$ cat config.mk
export PLATFORM = sky130hd
export DESIGN_NAME = interrupt_mask_flag_bank
export DESIGN_NICKNAME = d
export VERILOG_FILES = /design/src/shared/irq_mask_pkg.sv /design/src/verilog/irq_mask_byte.sv /design/src/verilog/interrupt_mask_flag_bank.sv
export SDC_FILE = /design/constraint.sdc
export NUM_CORES = 1
export LEC_CHECK = 0
export ABC_CLOCK_PERIOD_IN_PS = 1700
export BUFFER_PORTS_ARGS = -buffer_cell sky130_fd_sc_hd__clkbuf_2
export CORE_MARGIN = 2
export CORE_UTILIZATION = 40
export DETAILED_ROUTE_END_ITERATION = 8
export GPL_TIMING_DRIVEN = 0
export PLACE_DENSITY = 0.75
export SLEW_MARGIN = 20
export SYNTH_ARGS = -nofsm -noshare
export SYNTH_HDL_FRONTEND = slang
export SYNTH_SLANG_ARGS = --single-unit
$ cat constraint.sdc
create_clock -name i_clk -period 1.7 [get_ports i_clk]
set_clock_uncertainty 0.1 [all_clocks]
set_input_delay 0.17 -clock i_clk [delete_from_list [all_inputs] [get_ports i_clk]]
set_output_delay 0.17 -clock i_clk [all_outputs]
set_load 0.1 [all_outputs]
$ cat src/shared/irq_mask_pkg.sv
// Constants for the maskable-interrupt mask register bank.
// Assumes an 8-bit CPU data path with 16-bit byte addresses.
package irq_mask_pkg;
    localparam int unsigned ADDR_W = 16;
    localparam int unsigned DATA_W = 8;
    localparam int unsigned NUM_REGS = 4;
    localparam int unsigned NUM_SRC = NUM_REGS * DATA_W;
    // Byte addresses of the four mask registers
    localparam logic [15:0] IRQ_MASK_LOW_A_ADDR = 16'hFFE4;
    localparam logic [15:0] IRQ_MASK_HIGH_A_ADDR = 16'hFFE5;
    localparam logic [15:0] IRQ_MASK_LOW_B_ADDR = 16'hFFE6;
    localparam logic [15:0] IRQ_MASK_HIGH_B_ADDR = 16'hFFE7;
    localparam logic [15:0] IRQ_MASK_BASE_ADDR = 16'hFFE4;
    // Value after reset: every source blocked
    localparam logic [7:0] IRQ_MASK_RESET = 8'hFF;
    // Access sizes on the CPU write port
    localparam logic [1:0] ACC_BIT = 2'h0;
    localparam logic [1:0] ACC_BYTE = 2'h1;
    localparam logic [1:0] ACC_WORD = 2'h2;
endpackage : irq_mask_pkg

$ cat src/verilog/irq_mask_byte.sv
// One 8-bit mask register with bit and byte write; the stored value drives o_q directly, with no read port.
// Assumes writes are decoded by the parent into a per-bit write enable.
`timescale 1ns/1ps
`default_nettype none
module irq_mask_byte
    import irq_mask_pkg::*;
(
    // Clock and reset
    input wire logic i_clk,
    input wire logic i_resetn,
    // Write side
    input wire logic [7:0] i_bit_we,
    input wire logic [7:0] i_wdata,
    // Stored value
    output logic [7:0] o_q
);
    // Each bit updates only when its own enable is set, so a bit write leaves neighbours alone
    always_ff @(posedge i_clk) begin
        if (!i_resetn) begin
            o_q <= IRQ_MASK_RESET;
        end else begin
            for (int i = 0; i < 8; i++) begin
                if (i_bit_we[i]) begin
                    o_q[i] <= i_wdata[i];
                end
            end
        end
    end
endmodule // irq_mask_byte
`default_nettype wire

$ cat src/verilog/interrupt_mask_flag_bank.sv
// Mask register bank of the maskable interrupt controller, with per-source gating.
// Assumes a single-cycle CPU memory write/read port and request flags held elsewhere.
`timescale 1ns/1ps
`default_nettype none
////////////////////////////////////////////////////////////////////////////////
// Summary of operation
// - Each maskable source has one mask bit that decides whether its pending request may be serviced.
// - A mask bit of 0 lets the source be serviced and a 1 blocks it.
// - Each mask byte can be written whole or one bit at a time.
// - Bytes zero and one, and bytes two and three, form 16-bit words written in one access.
// - Reset loads every mask byte with all ones so all sources start blocked.
// - A request flag at 1 means a request is pending and 0 means none.
module interrupt_mask_flag_bank
    import irq_mask_pkg::*;
#(
    parameter int unsigned SRC_COUNT = NUM_SRC
)(
    // Clock and reset
    input wire logic i_clk,
    input wire logic i_resetn,
    // CPU memory port
    input wire logic [15:0] i_addr,
    input wire logic i_wr,
    input wire logic i_rd,
    input wire logic [1:0] i_size,
    input wire logic [2:0] i_bit_sel,
    input wire logic [15:0] i_wdata,
    output logic [15:0] o_rdata,
    output logic o_hit,
    // Request flags from the flag registers
    input wire logic [31:0] i_req_flags,
    // Masking results
    output logic [31:0] o_service_req,
    output logic [31:0] o_mask
);
    ////////////////////////////////////////////////////////////////////////////
    // Elaboration checks
    // The gating and read paths are wired for exactly four bytes of eight sources each,
    // so any other source count is refused here rather than silently truncated
    if (SRC_COUNT != NUM_SRC) begin : g_bad_src_count
        $error("SRC_COUNT must equal four mask bytes of eight bits");
    end
    if (DATA_W != 8 || NUM_REGS != 4) begin : g_bad_layout
        $error("mask bank expects four registers of eight bits");
    end

    ////////////////////////////////////////////////////////////////////////////
    // Address decode
    function automatic logic [3:0] byte_sel(input logic [15:0] a, input logic [1:0] sz);
        logic [3:0] s;
        s = 4'h0;
        if (a[15:2] == IRQ_MASK_BASE_ADDR[15:2]) begin
            if (sz == ACC_WORD) begin
                // Word access must be even; selects a pair of bytes
                if (!a[0]) begin
                    s = a[1] ? 4'hC : 4'h3;
                end
            end else begin
                s = 4'h1 << a[1:0];
            end
        end
        return s;
    endfunction

    logic [3:0] wsel;
    logic [3:0] rsel;
    logic [7:0] bit_mask;
    logic [31:0] q;
    assign wsel = i_wr ? byte_sel(i_addr, i_size) : 4'h0;
    assign rsel = byte_sel(i_addr, i_size);
    assign bit_mask = (i_size == ACC_BIT) ? (8'h01 << i_bit_sel) : 8'hFF;

    ////////////////////////////////////////////////////////////////////////////
    // Four mask bytes; high byte of a word lands in the odd register
    for (genvar g = 0; g < NUM_REGS; g++) begin : g_byte
        logic [7:0] wd;
        assign wd = (i_size == ACC_WORD && (g % 2) == 1) ? i_wdata[15:8] :
                    (i_size == ACC_BIT) ? {8{i_wdata[0]}} : i_wdata[7:0];
        irq_mask_byte u_byte (
            .i_clk(i_clk),
            .i_resetn(i_resetn),
            .i_bit_we(wsel[g] ? bit_mask : 8'h00),
            .i_wdata(wd),
            .o_q(q[g*8 +: 8])
        );
    end

    ////////////////////////////////////////////////////////////////////////////
    // Read path; reserved positions read back as stored, software keeps them at one
    always_ff @(posedge i_clk) begin
        if (!i_resetn) begin
            o_rdata <= 16'h0000;
            o_hit <= 1'b0;
        end else begin
            o_hit <= (i_rd || i_wr) && (rsel != 4'h0);
            if (i_rd) begin
                unique case (rsel)
                    4'h1: o_rdata <= {8'h00, q[7:0]};
                    4'h2: o_rdata <= {8'h00, q[15:8]};
                    4'h4: o_rdata <= {8'h00, q[23:16]};
                    4'h8: o_rdata <= {8'h00, q[31:24]};
                    4'h3: o_rdata <= q[15:0];
                    4'hC: o_rdata <= q[31:16];
                    default: o_rdata <= 16'h0000;
                endcase
            end
        end
    end

    // Gating: flag stays with the source; only the service request is held off
    always_ff @(posedge i_clk) begin
        if (!i_resetn) begin
            o_service_req <= 32'h0000_0000;
            o_mask <= 32'hFFFF_FFFF;
        end else begin
            o_service_req <= i_req_flags & ~q;
            o_mask <= q;
        end
    end
endmodule // interrupt_mask_flag_bank
`default_nettype wire

==> results_dict.tcl, run 1 <==
set metrics [dict create \
    outcome "finished, final reports clean" \
    met1_usage_pct 28.9 \
    post_synth_main_area_contributors "sky130_fd_sc_hd__dfxtp_1 (52%), sky130_fd_sc_hd__mux2i_1 (5.8%), sky130_fd_sc_hd__inv_1 (3.7%)" \
    post_drt_wl_per_cell_um 16.0 \
    power.share.combinational_pct 6.1 \
    synth_top_area_share_pct 52.5 \
    i_o_pin_cnt 154 \
    replace_congestion 0.906 \
    post-dp-hpwl_um 9420 \
    cp_num_buf_inv 4 \
    cts_max_level 4 \
    setup.worst_path.start_class "input port" \
    critical_path.max_stage_delay_ns 0.49 \
    largest_net_degree_at_the_start_of_global_routing 17 \
    seq_power_share_pct 37.9 \
    cts_root_buf "sky130_fd_sc_hd__clkbuf_8" \
    netlist.top_cell.by_area "sky130_fd_sc_hd__dfxtp_1" \
    floorplan.initialDensity_pct 41.4 \
    die_x_um 108 \
    clock_tree.buffer_depth 2 \
    vias_in_the_first_global_route 4039 \
    cts_buffers 17 \
    insertedDiodeCount 0 \
    yosysSeqAreaShare_pct 52.5 \
    synthArstFlopShare_pct 0 \
    grt_use_met3_pct 5.75 \
    critical_path_peak_fanout 10 \
    vias 4122 \
    hold_viol_final 0 \
    design.final.nets 732 \
    syn_nets 516 \
    postRouteWirelength_um 12900 \
    post-route-drc-count 0 \
    criticalPathCategory "in -> reg" \
    antenna_found_initial 0 \
    drt_first_iter_violations 348 \
    synth-main-ff-cell "sky130_fd_sc_hd__dfxtp_1" \
    synth.distinct_cells 42 \
    timing.critical_path.to_type "register" \
    grt_first_pass_wirelength_um 20100 \
    tritoncts_num_sinks 113 \
    groute.usage.overall_pct 22.8 \
    fp-row-count 37 \
    syn-cell-area_um2 4310 \
    p_sw_share_pct 20.2 \
    maxSlewHeadroom_pct 46.1 \
    cp_slowest_cell "sky130_fd_sc_hd__a31oi_1" \
    leakage_nw 2.79 \
    final.period_utilization_pct 97.2 \
    die_height_um 108 \
    measured_slew_at_the_worst_slew_check_pin_ns 0.803 \
    crit_required_ns 1.97 \
    synth-edff-count 0 \
    drt_pre_antenna_iters 5 \
    fin_tns_setup_ns 0 \
    tritoncts_clock_tree "done" \
    cpLargestDelayFamily "compound AO/OA/AOI/OAI gates" \
    power-per-cell-area_nw_per_um2 1090 \
    worst_ep_arrival_time_ns 1.92 \
    p_switching_mw 1.42 \
    filler_cell_count 899 \
    vdd_ir_drop_max_uv 730 \
    vias_per_cell 5.10 \
    p_int_mw 5.59 \
    fmax_ghz 0.605 \
    setup_violations 0 \
    cells_along_the_critical_path "clkbuf_2 -> buf_2 -> or2_2 -> buf_2 -> buf_2 -> a31oi_1 -> a211o_1 -> o211ai_1" \
    cap_violations 0 \
    holdCritPathClass "in -> reg" \
    placeableCoreArea_um2 10400 \
    average_cell_area_after_synthesis_um2 9.73 \
    clk-insertion-delay-late_ns 0.52 \
    grt_setup_unrepaired "no" \
    cts.clk_slew.worst_paths_ns 0.06 \
    ant_nets 0 \
    post_route_cells_drive_above_1_share_pct 32.4 \
    report.power.total_mw 7.00 \
    globalRoute.busiestLayer "met2" \
    met2_usage_pct 36.3 \
    period_minus_slack_ns 1.65 \
    area_growth_pct 48.5 \
    overflow 0 \
    finalMaxSlewViolations 0 \
    buffer_ports.inserted 151 \
    total_of_flip_flops_plus_latches_after_synthesis 113 \
    synth_cells 443 \
    ys_warn_count 0 \
    share_clk_of_total_power_pct 56.0 \
    dieArea_um2 11600 \
    path_common_cell "sky130_fd_sc_hd__buf_2" \
]
power groups by stage:
stage | combinational [mW] | sequential, mW | clock, mW
CTS | 0.420 | 2.65 | 3.98
floorplan | 0.184 | 2.71 | 0
finish | 0.429 | 2.65 | 3.92
global route | 0.465 | 2.65 | 4.11
global placement | 0.333 | 2.71 | 0
detailed placement | 0.339 | 2.71 | 0
Yosys cell counts, drive strengths merged (3+ instances only):
cell,count
nand2,26
o21ai,16
mux2,7
o41ai,16
nor2,24
mux2i,25
clkbuf,19
nor2b,20
nor4b,8
a31oi,15
a21oi,7
a211o,7
buf,12
dfxtp,113
o211ai,16
and2,17
nor4,8
nand4,3
inv,43
a211oi,7
nand2b,18
metrics by stage:
step           hold slack (ns)  setup WS (ns)  utilization [%]  cells  area, um^2
2_1_floorplan            0.182        -0.0239                -    443        4340
3_3_place_gp             0.269         -0.451             50.6    730        5270
3_5_place_dp             0.272         -0.511             50.6    730        5270
4_1_cts                 0.0630         0.0414             61.2    807        6370
5_1_grt                  0.102        0.00391             61.5    808        6400
6_report                0.0847         0.0475             61.5    808        6400
worst register-to-register path, stage by stage, from the launching register on:
cell and delay (ns):
sky130_fd_sc_hd__dfxtp_1 0.31, sky130_fd_sc_hd__mux2i_1 0.30, sky130_fd_sc_hd__nor2_1 0.08, sky130_fd_sc_hd__a31oi_1 0.16
sky130_fd_sc_hd__o21ai_0 0.10
final timing paths:
check	start	end	slack, ns	depth (start not counted)
setup / recovery	i_size[1]	g_byte[3].u_byte.o_q[2]	0.05	8
hold / removal	i_addr[4]	g_byte[1].u_byte.o_q[2]	0.08	5
setup reg to reg	g_byte[2].u_byte.o_q[1]	o_rdata[1]	0.53	4
hold reg to reg	o_rdata[14]	o_rdata[14]	0.35	2
placed cells by master (no fill, tap or decap), types with 8 or more instances in the layout:
cell	n
sky130_fd_sc_hd__nor2b_1	20
sky130_fd_sc_hd__dlygate4sd3_1	45
sky130_fd_sc_hd__o211ai_2	8
sky130_fd_sc_hd__a31oi_1	14
sky130_fd_sc_hd__nor2_1	24
sky130_fd_sc_hd__mux2i_1	25
sky130_fd_sc_hd__nand2b_1	18
sky130_fd_sc_hd__nand2_1	26
sky130_fd_sc_hd__clkbuf_2	154
sky130_fd_sc_hd__o211ai_1	8
sky130_fd_sc_hd__o21ai_0	15
sky130_fd_sc_hd__clkbuf_1	18
sky130_fd_sc_hd__o41ai_1	14
sky130_fd_sc_hd__clkbuf_16	16
sky130_fd_sc_hd__and2_1	17
sky130_fd_sc_hd__dfxtp_1	113
sky130_fd_sc_hd__inv_1	43
final cells by class:
type | count | area, um^2 | share of cell area [%]
Buffer | 31 | 144 | 2.25
Timing Repair Buffer | 197 | 1210 | 19.0
Multi-Input combinational cell | 256 | 1800 | 28.0
Clock buffer | 20 | 445 | 6.96
Tap cell | 136 | 170 | 2.66
Sequential cell | 113 | 2260 | 35.3
Inverter | 43 | 161 | 2.52
Clock inverter | 12 | 210 | 3.28
cell families after synthesis:
logic type	share of synthesized area, %
compound gates	15.4
xor+xnor	0.203
buf+inv	6.88
flops	52.5
mux	7.63
simple gates	17.4
registers in the layout, summed over array words and instances (netlist names):
register,count
o_hit,1
o_service_req,32
g_byte.u_byte.o_q,32
o_rdata,16
o_mask,32
routing by layer:
layer / routed length, um / up-vias
met2: 5990 / 215
met1: 5410 / 1901
met3: 1110 / 32
li1: - / 1974
met4: 405 / 0
met5: 0 / -
what timing repair did:
action,4_1_cts,5_1_grt
resized for setup,0,6
hold endpoints to repair,64,0
hold buffers,45,0
buffers inserted,0,1
endpoints found under the setup margin,0,12
Note: power is estimated with default switching activity, not from simulation.
==> run 2: changes to the inputs <==
--- a/config.mk
+++ b/config.mk
@@ -8,10 +8,10 @@
 export ABC_CLOCK_PERIOD_IN_PS = 1700
 export BUFFER_PORTS_ARGS = -buffer_cell sky130_fd_sc_hd__clkbuf_2
 export CORE_MARGIN = 2
-export CORE_UTILIZATION = 40
+export CORE_UTILIZATION = 35
 export DETAILED_ROUTE_END_ITERATION = 8
-export GPL_TIMING_DRIVEN = 0
-export PLACE_DENSITY = 0.75
+export GPL_TIMING_DRIVEN = 1
+export PLACE_DENSITY = 0.68
 export SLEW_MARGIN = 20
 export SYNTH_ARGS = -nofsm -noshare
 export SYNTH_HDL_FRONTEND = slang
==> run 2 against run 1 <==
Clock power fell by 1%. Fmax up 1.1%. Critical path depth decreased by 2. Combinational power increased by 4%. Utilization is 7.7 points lower. Clock-buffer cell count is 1 higher. First-iteration DRC count is 41% lower. Worst setup slack gained 0.019 ns.
==> results_dict.tcl, run 2 (synthesis gave the netlist of run 1 again) <==
set metrics [dict create \
    report.power.total_mw 6.97 \
    grt_first_pass_wirelength_um 18500 \
    post-route-util_pct 53.7 \
    fmax_ghz 0.612 \
    setup_violations 0 \
    die_x_um 115 \
    mostFrequentLayoutCell "sky130_fd_sc_hd__clkbuf_2" \
    cts_buffers 17 \
    placed_cell_area_um2 5410 \
    p_switching_mw 1.39 \
    period_minus_slack_ns 1.63 \
    cts.repair_timing.setup_buffer_count 0 \
    measured_slew_at_the_worst_slew_check_pin_ns 0.556 \
    drt_first_iter_violations 207 \
    filler_cell_count 1113 \
    final_instance_area_um2 6450 \
    replace_congestion 0.874 \
    min_to "g_byte[0].u_byte.o_q[5]" \
    seq_power_share_pct 38.1 \
    timing.critical_path.to_type "register" \
    insertedDiodeCount 0 \
    design.final.nets 726 \
    power-per-cell-area_nw_per_um2 1080 \
    crit-reg2reg-launch "g_byte[1].u_byte.o_q[1]" \
    p_int_mw 5.58 \
    timing.reg2reg.setup_slack_ns 0.52 \
    hold_viol_final 0 \
    crit_required_ns 1.93 \
    maxSlewHeadroom_pct 63.1 \
    hold-path-cell-count 3 \
    outcome "finished, final reports clean" \
    layout_setup_ws_ns 0.0661 \
    vias_in_the_first_global_route 3720 \
    antenna_found_initial 0 \
    share_clk_of_total_power_pct 55.5 \
    i_o_pin_cnt 154 \
    holdCritPathClass "in -> reg" \
    worst-r2r-cell-count 3 \
    overflow 0 \
    groute.usage.overall_pct 18.6 \
    area_growth_pct 49.7 \
    timing.hold.worst.start "i_wdata[5]" \
    post_drt_wl_per_cell_um 15.0 \
    final.period_utilization_pct 96.1 \
    post_route_cells_drive_above_1_share_pct 35.6 \
    vdd_ir_drop_max_uv 585 \
    reg_top3 "g_byte.u_byte.o_q (32), o_mask (32), o_service_req (32)" \
    clock_tree.buffer_depth 2 \
    tritoncts_clock_tree "done" \
    placeableCoreArea_um2 12000 \
    largest_net_degree_at_the_start_of_global_routing 52 \
    buffer_ports.inserted 153 \
    place_worst_setup_slack_ns -0.202 \
    tritoncts_num_sinks 113 \
    leakage_nw 2.84 \
    drt_pre_antenna_iters 4 \
    die_height_um 115 \
    leading_cell_types_in_the_layout_fill_and_taps_excluded "sky130_fd_sc_hd__clkbuf_2 (153), sky130_fd_sc_hd__dfxtp_1 (113), sky130_fd_sc_hd__inv_1 (43)" \
    p_sw_share_pct 20.0 \
    cap_violations 0 \
    vias 3945 \
    post-route-drc-count 0 \
    cts.clk_slew.worst_paths_ns 0.05 \
    ant_nets 0 \
    grt_setup_unrepaired "no" \
    post-dp-hpwl_um 9170 \
    criticalPathCategory "in -> reg" \
    vias_per_cell 4.85 \
    cts_max_level 4 \
    finalMaxSlewViolations 0 \
    power.share.combinational_pct 6.4 \
    critical_path_peak_fanout 16 \
    floorplan.initialDensity_pct 35.9 \
    clk-insertion-delay-late_ns 0.41 \
    setup.worst_path.start_class "input port" \
    fp-row-count 40 \
    dieArea_um2 13200 \
    postRouteWirelength_um 12200 \
    cts_root_buf "sky130_fd_sc_hd__clkbuf_16" \
    fin_tns_setup_ns 0 \
    regToRegEndpoint "o_rdata[1]" \
    worst_ep_arrival_time_ns 1.86 \
]
==> run 2: cell types whose count changed in the layout (fill, tap and decap cells not counted), moves of 2 or more <==
cell,previous run,this run
sky130_fd_sc_hd__buf_2,7,0
sky130_fd_sc_hd__buf_6,2,0
sky130_fd_sc_hd__buf_1,2,0
sky130_fd_sc_hd__clkbuf_1,18,1
sky130_fd_sc_hd__buf_4,1,29
sky130_fd_sc_hd__buf_12,0,2
sky130_fd_sc_hd__dlygate4sd3_1,45,38
==> run 2: worst max-delay path: stages <==
cell and delay [ns]:
sky130_fd_sc_hd__dlygate4sd3_1 0.53, sky130_fd_sc_hd__clkbuf_2 0.15, sky130_fd_sc_hd__nand3_1 0.13, sky130_fd_sc_hd__buf_4 0.23, sky130_fd_sc_hd__nor4_1 0.40, sky130_fd_sc_hd__mux2i_1 0.24
==> run 2: layout make-up <==
cell class | count | area, um^2 | area share, %
Inverter | 43 | 161 | 2.50
Sequential cell | 113 | 2260 | 35.0
Tap cell | 147 | 184 | 2.85
Timing Repair Buffer | 222 | 1400 | 21.7
Clock inverter | 11 | 183 | 2.83
Multi-Input combinational cell | 256 | 1790 | 27.7
Clock buffer | 21 | 470 | 7.29
==> run 2: routing by layer <==
metal | vias to the layer above | track usage (%) | wire (um)
li1 | 1961 | - | -
met1 | 1824 | 22.9 | 5550
met2 | 149 | 29.6 | 5650
met3 | 11 | 6.69 | 850
met4 | 0 | 7.71 | 174
met5 | - | 0 | 0
==> run 2: timing repair <==
action | in CTS | in global routing
setup endpoints to repair | 0 | 2
hold buffers | 38 | 0
endpoints found under the hold margin | 42 | 0
gates resized for setup | 0 | 2
==> run 2: how the worst max path moves through the flow <==
| stage | to | from | cells after the start | slack [ns] |
|---|---|---|---|---|
| after detailed placement | g_byte[2].u_byte.o_q[4] | i_addr[13] | 6 | -0.20 |
| after global routing | g_byte[2].u_byte.o_q[0] | i_wr | 6 | 0.005 |
| after floorplan | g_byte[2].u_byte.o_q[0] | i_addr[13] | 6 | -0.02 |
| final | g_byte[0].u_byte.o_q[3] | i_wr | 6 | 0.07 |
| after CTS | g_byte[0].u_byte.o_q[3] | i_wr | 6 | 0.06 |
| after global placement | g_byte[2].u_byte.o_q[0] | i_addr[13] | 6 | -0.15 |
==> run 2: through the flow <==
stage	cells	hold slack, ns
after floorplan	443	0.182
after global placement	743	0.268
after detailed placement	743	0.271
after CTS	813	0.00457
after global routing	813	0.0223
final	813	0.00927
==> run 2: power groups by stage <==
stage	clock network [mW]	logic, mW	registers, mW
floorplan	0	0.184	2.71
global placement	0	0.367	2.71
detailed placement	0	0.372	2.71
CTS	3.94	0.443	2.65
global route	4.08	0.486	2.65
finish	3.87	0.448	2.65
